**src/rtl/hub_ctl_pkg.sv**
```systemverilog
package hub_ctl_pkg;

  localparam int unsigned CLK_PERIOD_NS = 10;

  // Register offsets
  localparam logic [7:0] ADDR_IND_CTL   = 8'hb0;
  localparam logic [7:0] ADDR_IND_OFS   = 8'hb1;
  localparam logic [7:0] ADDR_IND_DATA  = 8'hb2;
  localparam logic [7:0] ADDR_SELFTEST  = 8'hb3;
  localparam logic [7:0] ADDR_STRAP_STS = 8'hb8;
  localparam logic [7:0] ADDR_LINK_ERR  = 8'hb9;
  localparam logic [7:0] ADDR_FV_MIN    = 8'hbc;
  localparam logic [7:0] ADDR_GPIO_PD   = 8'hbe;

  // Field positions
  localparam int unsigned IND_SEL_LSB     = 2;
  localparam int unsigned IND_AUTO_BIT    = 1;
  localparam int unsigned IND_READ_BIT    = 0;
  localparam int unsigned ST_MODE_LSB     = 6;
  localparam int unsigned ST_CFG_PIN_BIT  = 3;
  localparam int unsigned ST_CLK_LSB      = 1;
  localparam int unsigned ST_EN_BIT       = 0;
  localparam int unsigned LE_WAIT_BIT     = 5;
  localparam int unsigned LE_EN_BIT       = 4;

  // Reset values
  localparam logic [7:0] SELFTEST_RST = 8'h08;
  localparam logic [3:0] LE_THRESH_RST = 4'h3;
  localparam logic [7:0] FV_MIN_RST   = 8'h80;

  // Indirect targets and remote serializer location
  localparam logic [3:0] TGT_PATGEN    = 4'h0;
  localparam logic [3:0] TGT_PORT_LAST = 4'h4;
  localparam logic [7:0] REMOTE_CLKSRC_OFS = 8'h14;

  // Timing
  localparam int unsigned STRAP_SETTLE_NS  = 1000;
  localparam int unsigned STRAP_SETTLE_CYC = (STRAP_SETTLE_NS + CLK_PERIOD_NS - 1) / CLK_PERIOD_NS;
  localparam int unsigned FILTER_WAIT_NS   = 500;
  localparam int unsigned FILTER_WAIT_CYC  = (FILTER_WAIT_NS + CLK_PERIOD_NS - 1) / CLK_PERIOD_NS;

  typedef struct packed {
    logic       wr;
    logic       rd;
    logic [3:0] sel;
    logic [7:0] offset;
    logic [7:0] wr_offset;
    logic [7:0] wdata;
  } ind_req_t;

  typedef struct packed {
    logic       wr;
    logic [7:0] addr;
    logic [7:0] data;
  } remote_wr_t;

  typedef enum logic [2:0] {
    ST_IDLE = 3'b001,
    ST_LOAD = 3'b010,
    ST_RUN  = 3'b100
  } selftest_state_t;

  function automatic logic ind_target_valid(input logic [3:0] sel);
    return (sel >= TGT_PATGEN) && (sel <= TGT_PORT_LAST);
  endfunction

endpackage

```
**src/rtl/strap_latch.sv**
```systemverilog
`timescale 1ns/1ps
module strap_latch
  import hub_ctl_pkg::*;
(
  input  wire logic       sys_clk_i,
  input  wire logic       rst_i,
  input  wire logic [2:0] strap_i,
  output logic      [2:0] value_o,
  output logic            done_o
);

  logic [2:0] s1_ff;
  logic [2:0] s2_ff;
  logic [7:0] cnt_ff;

  always_ff @(posedge sys_clk_i)
  begin
    s1_ff <= strap_i;
    s2_ff <= s1_ff;
  end

  // Strap is caught after the pin settles, then frozen
  always_ff @(posedge sys_clk_i)
  begin
    if (rst_i)
    begin
      cnt_ff  <= 8'h00;
      value_o <= 3'h0;
      done_o  <= 1'b0;
    end
    else if (!done_o)
    begin
      if (cnt_ff == 8'(STRAP_SETTLE_CYC - 1))
      begin
        value_o <= s2_ff;
        done_o  <= 1'b1;
      end
      else
        cnt_ff <= cnt_ff + 8'h01;
    end
  end
endmodule // strap_latch

```
**src/rtl/link_err_counter.sv**
```systemverilog
`timescale 1ns/1ps
module link_err_counter
  import hub_ctl_pkg::*;
(
  input  wire logic       sys_clk_i,
  input  wire logic       rst_i,
  input  wire logic [3:0] err_i,
  input  wire logic       filter_update_i,
  input  wire logic       relock_i,
  input  wire logic       count_en_i,
  input  wire logic       wait_ignore_i,
  input  wire logic [3:0] threshold_i,
  output logic            locked_o
);

  logic [5:0] s1_ff;
  logic [5:0] s2_ff;
  logic       fupd_d_ff;
  logic [7:0] wait_ff;
  logic [3:0] cnt_ff;
  logic       err_seen;

  always_ff @(posedge sys_clk_i)
  begin
    s1_ff <= {relock_i, filter_update_i, err_i};
    s2_ff <= s1_ff;
    fupd_d_ff <= s2_ff[4];
  end

  // Wait window opened by each filter update
  always_ff @(posedge sys_clk_i)
  begin
    if (rst_i)
      wait_ff <= 8'h00;
    else if (s2_ff[4] && !fupd_d_ff)
      wait_ff <= 8'(FILTER_WAIT_CYC);
    else if (wait_ff != 8'h00)
      wait_ff <= wait_ff - 8'h01;
  end

  assign err_seen = (|s2_ff[3:0]) && !(wait_ignore_i && (wait_ff != 8'h00));

  always_ff @(posedge sys_clk_i)
  begin
    if (rst_i)
    begin
      locked_o <= 1'b0;
      cnt_ff   <= 4'h0;
    end
    else if (!locked_o)
    begin
      locked_o <= s2_ff[5];
      cnt_ff   <= 4'h0;
    end
    else if (err_seen)
    begin
      if (!count_en_i)
        locked_o <= 1'b0;
      else if ({1'b0, cnt_ff} + 5'h01 >= {1'b0, threshold_i})
        locked_o <= 1'b0;
      else
        cnt_ff <= cnt_ff + 4'h1;
    end
  end
endmodule // link_err_counter

```
**src/rtl/hub_shared_ctl.sv**
```systemverilog
`timescale 1ns/1ps
// Operation
// - Four-bit select routes indirect accesses
// - Auto-increment advances offset after each access
// - Offset write issues read strobe when enabled
// - Data read prefetches next location too
// - Offset register holds eight-bit target offset
// - Data write writes selected block location
// - Data read returns selected block content
// - Output mode picks none, alternate, data
// - Config source bit picks pin or register
// - Enable pushes clock source to remote
// - Index strap latched and done set on the same clock edge
// - Mode strap latched and done set on the same clock edge
// - Filter wait can mask lock errors
// - Counting on: drop lock at threshold
// - Counting off: drop lock first error
// - Count clock, parity, balance bit errors
// - Pull-down disable versus automatic pull-down
// - Access control upper bits read zero
module hub_shared_ctl
  import hub_ctl_pkg::*;
(
  input  wire logic       sys_clk_i,
  input  wire logic       rst_i,
  input  wire logic [7:0] reg_addr_i,
  input  wire logic [7:0] reg_wdata_i,
  input  wire logic       reg_wr_i,
  input  wire logic       reg_rd_i,
  output logic      [7:0] reg_rdata_o,
  output ind_req_t        ind_req_o,
  input  wire logic [7:0] ind_rdata_i,
  input  wire logic       selftest_pin_i,
  input  wire logic       selftest_data_i,
  output logic            selftest_active_o,
  output logic            test_out_o,
  output remote_wr_t      remote_o,
  input  wire logic [2:0] idx_strap_i,
  input  wire logic [2:0] mode_strap_i,
  input  wire logic [3:0] link_err_i,
  input  wire logic       filter_update_i,
  input  wire logic       relock_i,
  output logic            rx_lock_o,
  input  wire logic       raw_mode_i,
  input  wire logic       frame_valid_i,
  output logic            frame_start_o,
  input  wire logic [7:0] gpio_oe_i,
  output logic      [7:0] gpio_pd_en_o
);

  logic            auto_inc_ff;
  logic            read_pf_ff;
  logic [7:0]      selftest_ff;
  logic [7:0]      link_ctl_ff;
  logic [7:0]      fv_min_ff;
  logic [7:0]      pd_dis_ff;
  logic [2:0]      pin_s1_ff;
  logic [2:0]      pin_s2_ff;
  logic [7:0]      fv_cnt_ff;
  logic            fs_done_ff;
  selftest_state_t state_ff;
  selftest_state_t nxt_state;
  logic            st_enable;
  logic [2:0]      idx_val;
  logic            index_decode_done;
  logic [2:0]      mode_val;
  logic            mode_done;
  logic            wr_ctl;
  logic            wr_ofs;
  logic            wr_data;
  logic            rd_data;
  logic            sel_ok;

  function automatic logic hit(input logic strobe, input logic [7:0] addr, input logic [7:0] ofs);
    return strobe && (addr == ofs);
  endfunction

  assign wr_ctl  = hit(reg_wr_i, reg_addr_i, ADDR_IND_CTL);
  assign wr_ofs  = hit(reg_wr_i, reg_addr_i, ADDR_IND_OFS);
  assign wr_data = hit(reg_wr_i, reg_addr_i, ADDR_IND_DATA);
  assign rd_data = hit(reg_rd_i, reg_addr_i, ADDR_IND_DATA);
  assign sel_ok  = ind_target_valid(ind_req_o.sel);

  // Pins from the remote side: bist pin, bist data, frame valid
  always_ff @(posedge sys_clk_i)
  begin
    pin_s1_ff <= {frame_valid_i, selftest_data_i, selftest_pin_i};
    pin_s2_ff <= pin_s1_ff;
  end

  // Indirect access control and strobes
  always_ff @(posedge sys_clk_i)
  begin
    if (rst_i)
    begin
      ind_req_o   <= '0;
      auto_inc_ff <= 1'b0;
      read_pf_ff  <= 1'b0;
    end
    else
    begin
      ind_req_o.wr <= 1'b0;
      ind_req_o.rd <= 1'b0;
      if (wr_ctl)
      begin
        ind_req_o.sel <= reg_wdata_i[IND_SEL_LSB +: 4];
        auto_inc_ff   <= reg_wdata_i[IND_AUTO_BIT];
        read_pf_ff    <= reg_wdata_i[IND_READ_BIT];
      end
      if (wr_ofs)
      begin
        ind_req_o.offset <= reg_wdata_i;
        ind_req_o.rd     <= read_pf_ff && sel_ok;
      end
      if (wr_data)
      begin
        ind_req_o.wdata     <= reg_wdata_i;
        ind_req_o.wr_offset <= ind_req_o.offset;
        ind_req_o.wr        <= sel_ok;
        if (auto_inc_ff)
          ind_req_o.offset <= ind_req_o.offset + 8'h01;
      end
      if (rd_data && auto_inc_ff)
      begin
        ind_req_o.offset <= ind_req_o.offset + 8'h01;
        ind_req_o.rd     <= read_pf_ff && sel_ok;
      end
    end
  end

  // Plain control registers
  always_ff @(posedge sys_clk_i)
  begin
    if (rst_i)
    begin
      selftest_ff <= SELFTEST_RST;
      link_ctl_ff <= {4'h0, LE_THRESH_RST};
      fv_min_ff   <= FV_MIN_RST;
      pd_dis_ff   <= 8'h00;
    end
    else if (reg_wr_i)
    begin
      unique case (reg_addr_i)
        ADDR_SELFTEST: selftest_ff <= reg_wdata_i;
        ADDR_LINK_ERR: link_ctl_ff <= {2'b00, reg_wdata_i[5:0]};
        ADDR_FV_MIN:   fv_min_ff   <= reg_wdata_i;
        ADDR_GPIO_PD:  pd_dis_ff   <= reg_wdata_i;
        default:       ;
      endcase
    end
  end

  // Read data stands one cycle after the strobe only
  always_ff @(posedge sys_clk_i)
  begin
    if (rst_i)
      reg_rdata_o <= 8'h00;
    else if (reg_rd_i)
    begin
      unique case (reg_addr_i)
        ADDR_IND_CTL:   reg_rdata_o <= {2'b00, ind_req_o.sel, auto_inc_ff, read_pf_ff};
        ADDR_IND_OFS:   reg_rdata_o <= ind_req_o.offset;
        ADDR_IND_DATA:  reg_rdata_o <= sel_ok ? ind_rdata_i : 8'h00;
        ADDR_SELFTEST:  reg_rdata_o <= selftest_ff;
        ADDR_STRAP_STS: reg_rdata_o <= {index_decode_done, idx_val, mode_done, mode_val};
        ADDR_LINK_ERR:  reg_rdata_o <= link_ctl_ff;
        ADDR_FV_MIN:    reg_rdata_o <= fv_min_ff;
        ADDR_GPIO_PD:   reg_rdata_o <= pd_dis_ff;
        default:        reg_rdata_o <= 8'h00;
      endcase
    end
    else
      reg_rdata_o <= 8'h00;
  end

  // Self-test enable comes from the pin or from the register
  assign st_enable = selftest_ff[ST_CFG_PIN_BIT] ? pin_s2_ff[0] : selftest_ff[ST_EN_BIT];

  always_comb
  begin
    nxt_state = state_ff;
    unique case (state_ff)
      ST_IDLE: if (st_enable) nxt_state = ST_LOAD;
      ST_LOAD: nxt_state = ST_RUN;
      ST_RUN:  if (!st_enable) nxt_state = ST_IDLE;
      default: nxt_state = ST_IDLE;
    endcase
  end

  always_ff @(posedge sys_clk_i)
  begin
    if (rst_i)
      state_ff <= ST_IDLE;
    else
      state_ff <= nxt_state;
  end

  // Clock source is pushed to the remote once per enable
  always_ff @(posedge sys_clk_i)
  begin
    if (rst_i)
      remote_o <= '0;
    else
    begin
      remote_o.wr   <= (state_ff == ST_LOAD);
      remote_o.addr <= REMOTE_CLKSRC_OFS;
      remote_o.data <= {6'h00, selftest_ff[ST_CLK_LSB +: 2]};
    end
  end

  always_ff @(posedge sys_clk_i)
  begin
    if (rst_i)
    begin
      selftest_active_o <= 1'b0;
      test_out_o        <= 1'b0;
    end
    else
    begin
      selftest_active_o <= (nxt_state == ST_RUN);
      if (state_ff != ST_RUN || selftest_ff[ST_MODE_LSB +: 2] == 2'b00)
        test_out_o <= 1'b0;
      else if (selftest_ff[ST_MODE_LSB + 1])
        test_out_o <= pin_s2_ff[1];
      else
        test_out_o <= !test_out_o;
    end
  end

  // Frame start once frame valid has held long enough in raw mode
  always_ff @(posedge sys_clk_i)
  begin
    if (rst_i)
    begin
      fv_cnt_ff     <= 8'h00;
      fs_done_ff    <= 1'b0;
      frame_start_o <= 1'b0;
    end
    else if (!pin_s2_ff[2] || !raw_mode_i)
    begin
      fv_cnt_ff     <= 8'h00;
      fs_done_ff    <= 1'b0;
      frame_start_o <= 1'b0;
    end
    else
    begin
      frame_start_o <= !fs_done_ff && (fv_cnt_ff >= fv_min_ff);
      if (!fs_done_ff && (fv_cnt_ff >= fv_min_ff))
        fs_done_ff <= 1'b1;
      else if (fv_cnt_ff != 8'hff)
        fv_cnt_ff <= fv_cnt_ff + 8'h01;
    end
  end

  always_ff @(posedge sys_clk_i)
  begin
    if (rst_i)
      gpio_pd_en_o <= 8'h00;
    else
      gpio_pd_en_o <= ~gpio_oe_i & ~pd_dis_ff;
  end

  strap_latch u_idx_strap (
    .sys_clk_i (sys_clk_i),
    .rst_i     (rst_i),
    .strap_i   (idx_strap_i),
    .value_o   (idx_val),
    .done_o    (index_decode_done)
  );

  strap_latch u_mode_strap (
    .sys_clk_i (sys_clk_i),
    .rst_i     (rst_i),
    .strap_i   (mode_strap_i),
    .value_o   (mode_val),
    .done_o    (mode_done)
  );

  link_err_counter u_link_err (
    .sys_clk_i       (sys_clk_i),
    .rst_i           (rst_i),
    .err_i           (link_err_i),
    .filter_update_i (filter_update_i),
    .relock_i        (relock_i),
    .count_en_i      (link_ctl_ff[LE_EN_BIT]),
    .wait_ignore_i   (link_ctl_ff[LE_WAIT_BIT]),
    .threshold_i     (link_ctl_ff[3:0]),
    .locked_o        (rx_lock_o)
  );
endmodule // hub_shared_ctl

```
**config.mk**
```make
export PLATFORM = sky130hd
export DESIGN_NAME = hub_shared_ctl
export DESIGN_NICKNAME = d
export VERILOG_FILES = /design/src/rtl/hub_ctl_pkg.sv /design/src/rtl/strap_latch.sv /design/src/rtl/link_err_counter.sv /design/src/rtl/hub_shared_ctl.sv
export SDC_FILE = /design/constraint.sdc
export NUM_CORES = 1
export LEC_CHECK = 0
export ABC_AREA = 1
export BUFFER_PORTS_ARGS = -buffer_cell sky130_fd_sc_hd__buf_2
export CAP_MARGIN = 20
export CORE_MARGIN = 2
export CORE_UTILIZATION = 40
export DETAILED_ROUTE_END_ITERATION = 10
export GPL_ROUTABILITY_DRIVEN = 0
export HOLD_SLACK_MARGIN = 0.1
export MAX_ROUTING_LAYER = met4
export PLACE_DENSITY_LB_ADDON = 0.1
export SLEW_MARGIN = 20
export SYNTH_ARGS = -nofsm -noshare
export SYNTH_HDL_FRONTEND = slang
export SYNTH_SLANG_ARGS = --single-unit
```
**constraint.sdc**
```tcl
create_clock -name sys_clk_i -period 4.55 [get_ports sys_clk_i]
set_input_delay 0.2275 -clock sys_clk_i [delete_from_list [all_inputs] [get_ports sys_clk_i]]
set_output_delay 0.2275 -clock sys_clk_i [all_outputs]
set_load 0.02 [all_outputs]
```
== Word-level counts from Yosys, hierarchy flattened ==
Cells that the tools add are included.

* Add/subtract/negate cells: 7
* Magnitude comparators: 4
* Equality and inequality tests: 16
* Mux-type cells: 24
* Bitwise gates (word level): 12
* Reduce and logical (&&, ||, !) cells: 39

{| class="wikitable"
|+ Operator list
! kind !! count
|-
| equality test 8 bit (second input constant) || 8
|-
| one-hot mux 8 bit (8 select lines) || 1
|-
| adder 8 x 1 -> 8 bit (second input constant) || 4
|-
| 2-to-1 mux 8 bit || 4
|-
| 2-to-1 mux 24 bit || 1
|-
| AND reduction 2 bit || 9
|-
| equality test 8 x 7 -> 1 bit (second input constant) || 2
|-
| inverter 8 bit || 2
|-
| 2-to-1 mux 13 bit || 1
|-
| 2-to-1 mux 1 bit || 12
|-
| 2-to-1 mux 6 bit || 2
|-
| OR reduction 2 bit || 6
|-
| logical AND 1 bit || 11
|-
| inverter 1 bit || 9
|-
| one-hot mux 3 bit (3 select lines) || 1
|-
| AND 8 bit || 1
|-
| greater-or-equal comparator 8 bit || 1
|-
| inequality test 8 bit (second input constant) || 1
|-
| nonzero test 8 bit || 1
|-
| subtractor 8 x 1 -> 8 bit (second input constant) || 1
|-
| equality test 3 bit (second input constant) || 2
|-
| zero test 1 bit || 6
|-
| 2-to-1 mux 3 bit || 2
|-
| adder 4 x 1 -> 5 bit (second input constant) || 1
|-
| other kinds (12) || 13
|}

* Bits in registers: 178
* Input port bits: 52
* Output and inout port bits: 67

== Logic depth before layout (Yosys ltp) ==
* Depth in word-level cells: 6
* Gate-level depth with buffers: 13
* Depth with buffers taken out: 13

== By module ==
From an unflattened synthesis, not the netlist that was laid out.

* Cells, all modules: 954
* Area, all modules: 7324.5 µm²

{| class="wikitable"
|+ Modules (own cells, without submodules)
! module !! times used !! cells each !! area each (µm²) !! sequential area each (µm²)
|-
| hub_shared_ctl || 1 || 625 || 4778.3 || 2062.0
|-
| strap_latch || 2 || 95 || 713.2 || 360.3
|-
| link_err_counter || 1 || 139 || 1119.8 || 520.5
|}

== Worst setup path after synthesis ==
No wires, ideal clock.

* Path type: register to register
* From: reg fv_min_ff[3]
* To: reg fv_cnt_ff[0]
* Arrival time: 1481 ps
* Path slack: 2939 ps
* Stages on the path, launching flop included: 13
* Cells stage by stage: dfxtp_1 > inv_1 > ha_1 > nand2_1 > nor2_1 > nor2_1 > nand2_1 > nand2_1 > nand2_1 > nand2_1 > nand2_1 > nand2_1 > a21oi_1

* Longest elaborated chain between the ends: 4

{| class="wikitable"
|+ Ends and longest elaborated chain
! element !! line !! source
|-
| start: declaration || hub_shared_ctl.sv:55 || <nowiki>logic [7:0] fv_min_ff;</nowiki>
|-
| start signal: assignment || hub_shared_ctl.sv:146 || <nowiki>ADDR_FV_MIN: fv_min_ff <= reg_wdata_i;</nowiki>
|-
| greater-or-equal comparator 8 bit || hub_shared_ctl.sv:248 || <nowiki>if (!fs_done_ff && (fv_cnt_ff >= fv_min_ff))</nowiki>
|-
| logical AND 1 bit || hub_shared_ctl.sv:248 ||
|-
| inverter 1 bit (no line) || - ||
|-
| AND reduction 2 bit (no line) || - ||
|-
| end signal: assignment || hub_shared_ctl.sv:251 || <nowiki>fv_cnt_ff <= fv_cnt_ff + 8'h01;</nowiki>
|-
| end: declaration || hub_shared_ctl.sv:59 || <nowiki>logic [7:0] fv_cnt_ff;</nowiki>
|}

Every way passes these cells.
A chain may end at the register's enable or synchronous reset.

== Worst setup path in the final report ==
* From: reg fv_cnt_ff[3]
* To: reg fv_cnt_ff[3]

* Longest elaborated chain between the ends: 4

{| class="wikitable"
|+ Ends and longest elaborated chain
! element !! line
|-
| greater-or-equal comparator 8 bit || hub_shared_ctl.sv:248
|-
| logical AND 1 bit || hub_shared_ctl.sv:248
|-
| inverter 1 bit (no line) || -
|-
| AND reduction 2 bit (no line) || -
|}

Parallel ways exist; a longest one is shown, timed or not.

==> results.json <==
{
  "finalNetCount": 1098,
  "async_flop_share_pct": 0,
  "critPathSlowestCell": "dfxtp_1",
  "grt-ovfl-total": 0,
  "placed_area_sq_um": 7650,
  "power.total_mw": 3.40,
  "switching_share_pct": 25.6,
  "ys_seq_area_share_pct": 47.2,
  "status": "finished, final reports clean",
  "synth_area_per_cell_sq_um": 7.76,
  "grt_pass1_vias": 5399,
  "syn_inst": 902,
  "synth-seq-cells": 165,
  "ir_drop_mv": 0.379,
  "root_buffer": "clkbuf_16",
  "yosys_warnings": 0,
  "grt_start_max_net_pins": 51,
  "r2r-start": "fv_cnt_ff[3]",
  "num_antenna_cells": 0,
  "p_seq_share_pct": 45.2,
  "synth_cell_type_count": 39,
  "worstPathBufferInverterCount": 0,
  "leakagePower_nw": 3.77,
  "rrSetupSlack_ps": 2570,
  "drive_above_1_share_pct": 16.5,
  "synth_most_common_cell": "dfxtp_1",
  "critPathKind": "register to register",
  "setup.worst_path.start_class": "register",
  "cap_violations": 0,
  "cts_inserted_buffers": 17,
  "synth_common_cells": "dfxtp_1, nand2_1, nor2_1",
  "cts_buffer_depth": 2,
  "multi_input_area_sq_um": 3090,
  "die_h_um": 136,
  "yosys.area.top_type": "dfxtp_1",
  "post-route-period-util_pct": 43.5,
  "htree_levels": 4,
  "slew_headroom_pct": 35.6,
  "clk_pin_slew_ps": 60,
  "portBuffers": 106,
  "tns_ps": 0,
  "fp.coreArea_sq_um": 17200,
  "crit_family": "simple AND/OR/NAND/NOR gates",
  "p_sw_uw": 871,
  "max_freq_mhz": 505,
  "slowest_delay_ps": 440,
  "pwr_density_cell_nw_per_um2": 400,
  "fin_crit_ps": 1980,
  "timing.rr.end": "fv_cnt_ff[3]",
  "drt_iter0_markers": 329,
  "worstPathRequired_ps": 4850,
  "cts-resized-gates": 0,
  "drc": 0,
  "cts_tree": "yes",
  "min-delay-start": "reg_wdata_i[7]",
  "vias": 5979,
  "regArea_sq_um": 3300,
  "internal-power_mw": 2.53,
  "routedWlPerCell_um": 14.0,
  "stdcell_area_sq_um": 8510,
  "netlist_top_cells_area": "dfxtp_1, nand2_1, nor2_1",
  "combPwrFrac_pct": 9.8,
  "grt_pass1_wl_um": 28200,
  "rsz0062_at_grt": "false",
  "initial_core_util_pct": 40.8,
  "hold_depth": 3,
  "setup_viol": 0,
  "tightestPinTransition_ps": 963,
  "cts.sinks": 165,
  "pwr-share-clk_pct": 45.0,
  "crit_chain": "ha_1 -> nand2_1 -> nor2_1 -> nor2_1 -> nand2_1 -> nand2_1 -> nand2_1 -> nand2_1 -> nand2_1 -> nand2_1 -> a21oi_1",
  "path_max_fanout": 10,
  "yosysTopAreaCellShare_pct": 47.2,
  "cts_setup_buffers": 0,
  "finalNonFillerCells": 1265,
  "reg2reg_depth": 11,
  "rows": 48,
  "synth_area_sq_um": 7000,
  "area_delta_synth_final_pct": 21.6,
  "hold_path.class": "input port to register",
  "hold_violations": 0,
  "io_pins": 119,
  "placed_cells": 1210,
  "synth_edf_count": 0,
  "hold_end": "fv_min_ff[7]",
  "dpl.hpwl_um": 12600,
  "routed_via_density": 4.73,
  "fill_cells": 1705,
  "synthFlopType": "dfxtp_1",
  "die_area_sq_um": 18600,
  "cp.arrival_ps": 2280,
  "die_w_um": 136,
  "critPathCaptureType": "register",
  "antenna_found_initial": 0,
  "grt_usage_pct": 20.5,
  "cp_common_cell": "nand2_1",
  "fin_skew_ps": 6.80,
  "drt_pre_antenna_iters": 5,
  "wl_um": 17700,
  "postRouteAntennaNets": 0,
  "clk_latency_ps": 430,
  "maxSlewViolCount": 0
}
area by class of cell:
cell class              instances  area share (%)
well taps                     225            3.31
clock buffers                  19            5.21
repair buffers                131            9.12
clock inverters                13            2.19
multi-input cells             598            36.3
inverters                     114            5.03
flip-flops and latches        165            38.8
power by group through the flow:
stage | combinational, mW | clock (mW) | sequential (mW)
after global placement | 0.319 | 0 | 1.57
after global routing | 0.372 | 1.63 | 1.54
after floorplan | 0.235 | 0 | 1.57
after detailed placement | 0.319 | 0 | 1.57
after CTS | 0.336 | 1.56 | 1.54
final | 0.334 | 1.53 | 1.54
through the flow:
stage / hold WS, ps / util (%) / worst slack, ps
after floorplan: 255 / - / 2940
after global placement: 311 / 44.5 / 2350
after detailed placement: 312 / 44.5 / 2290
after CTS: 156 / 49.5 / 2600
after global routing: 163 / 49.5 / 2280
final: 171 / 49.5 / 2570
cells in the final DEF, fill, tap and decap left out, drive strengths merged, types with 2 or more instances in the layout:
| cell type | Yosys | routed |
|---|---|---|
| xnor2 | 7 | 7 |
| nand2 | 146 | 146 |
| nand3 | 65 | 65 |
| a31oi | 2 | 2 |
| nand4 | 23 | 23 |
| nor4 | 2 | 2 |
| buf | 28 | 108 |
| ha | 19 | 19 |
| o21ai | 81 | 81 |
| inv | 113 | 120 |
| o211ai | 7 | 7 |
| dfxtp | 165 | 165 |
| xor2 | 15 | 15 |
| dlygate4sd3 | 0 | 23 |
| conb | 1 | 12 |
| nor2 | 121 | 121 |
| clkbuf | 8 | 19 |
| clkinv | 1 | 3 |
| bufinv | 0 | 3 |
| nor3 | 19 | 19 |
| a21oi | 73 | 73 |
state kept, by name, summed over array words and instances (netlist names), 4 cells and up:
| name | count |
|---|---|
| u_mode_strap.cnt_ff | 8 |
| u_link_err.wait_ff | 8 |
| u_link_err.s1_ff | 6 |
| selftest_ff | 8 |
| u_idx_strap.cnt_ff | 8 |
| gpio_pd_en_o | 8 |
| u_link_err.cnt_ff | 4 |
| fv_cnt_ff | 8 |
| reg_rdata_o | 8 |
| u_link_err.s2_ff | 6 |
| fv_min_ff | 8 |
| ind_req_o | 30 |
| pd_dis_ff | 8 |
| remote_o | 4 |
| link_ctl_ff | 6 |
worst max-delay path by stage:
stage,from,end,cells after the start
after floorplan,fv_min_ff[3],fv_cnt_ff[0],12
after global placement,reg_addr_i[6],ind_req_o[1],9
after detailed placement,reg_addr_i[6],ind_req_o[2],9
after CTS,fv_cnt_ff[3],fv_cnt_ff[0],11
after global routing,fv_min_ff[3],fv_cnt_ff[7],12
final,fv_cnt_ff[3],fv_cnt_ff[3],11
logic make-up after synthesis:
group / after synthesis / share of synthesized area [%]
and+or+nand+nor: 378 / 24.8
AOI/OAI and AO/OA: 167 / 12.6
DFF: 165 / 47.2
buffers and inverters: 150 / 9.24
xor gates and xnor gates: 22 / 2.75
adders and majority gates: 19 / 3.40
other: 1 / 0.0536
per-layer routing:
| layer | track usage [%] | vias up | routed length (um) |
|---|---|---|---|
| li1 | - | 3173 | - |
| met1 | 27.6 | 2637 | 8650 |
| met2 | 29.9 | 134 | 7880 |
| met3 | 3.77 | 35 | 745 |
| met4 | 9.03 | 0 | 439 |
| met5 | - | - | 0 |
worst min-delay path, stage by stage:
cell and delay [ps]:
buf_2 190, nand2_1 70, o211ai_1 70
repair_timing:
| action | 4_1_cts | 5_1_grt |
|---|---|---|
| hold buffers | 23 | 0 |
| hold endpoints to repair | 23 | 0 |
| endpoints found under the setup margin | 0 | 0 |
Note: power is estimated with default switching activity, not from simulation.
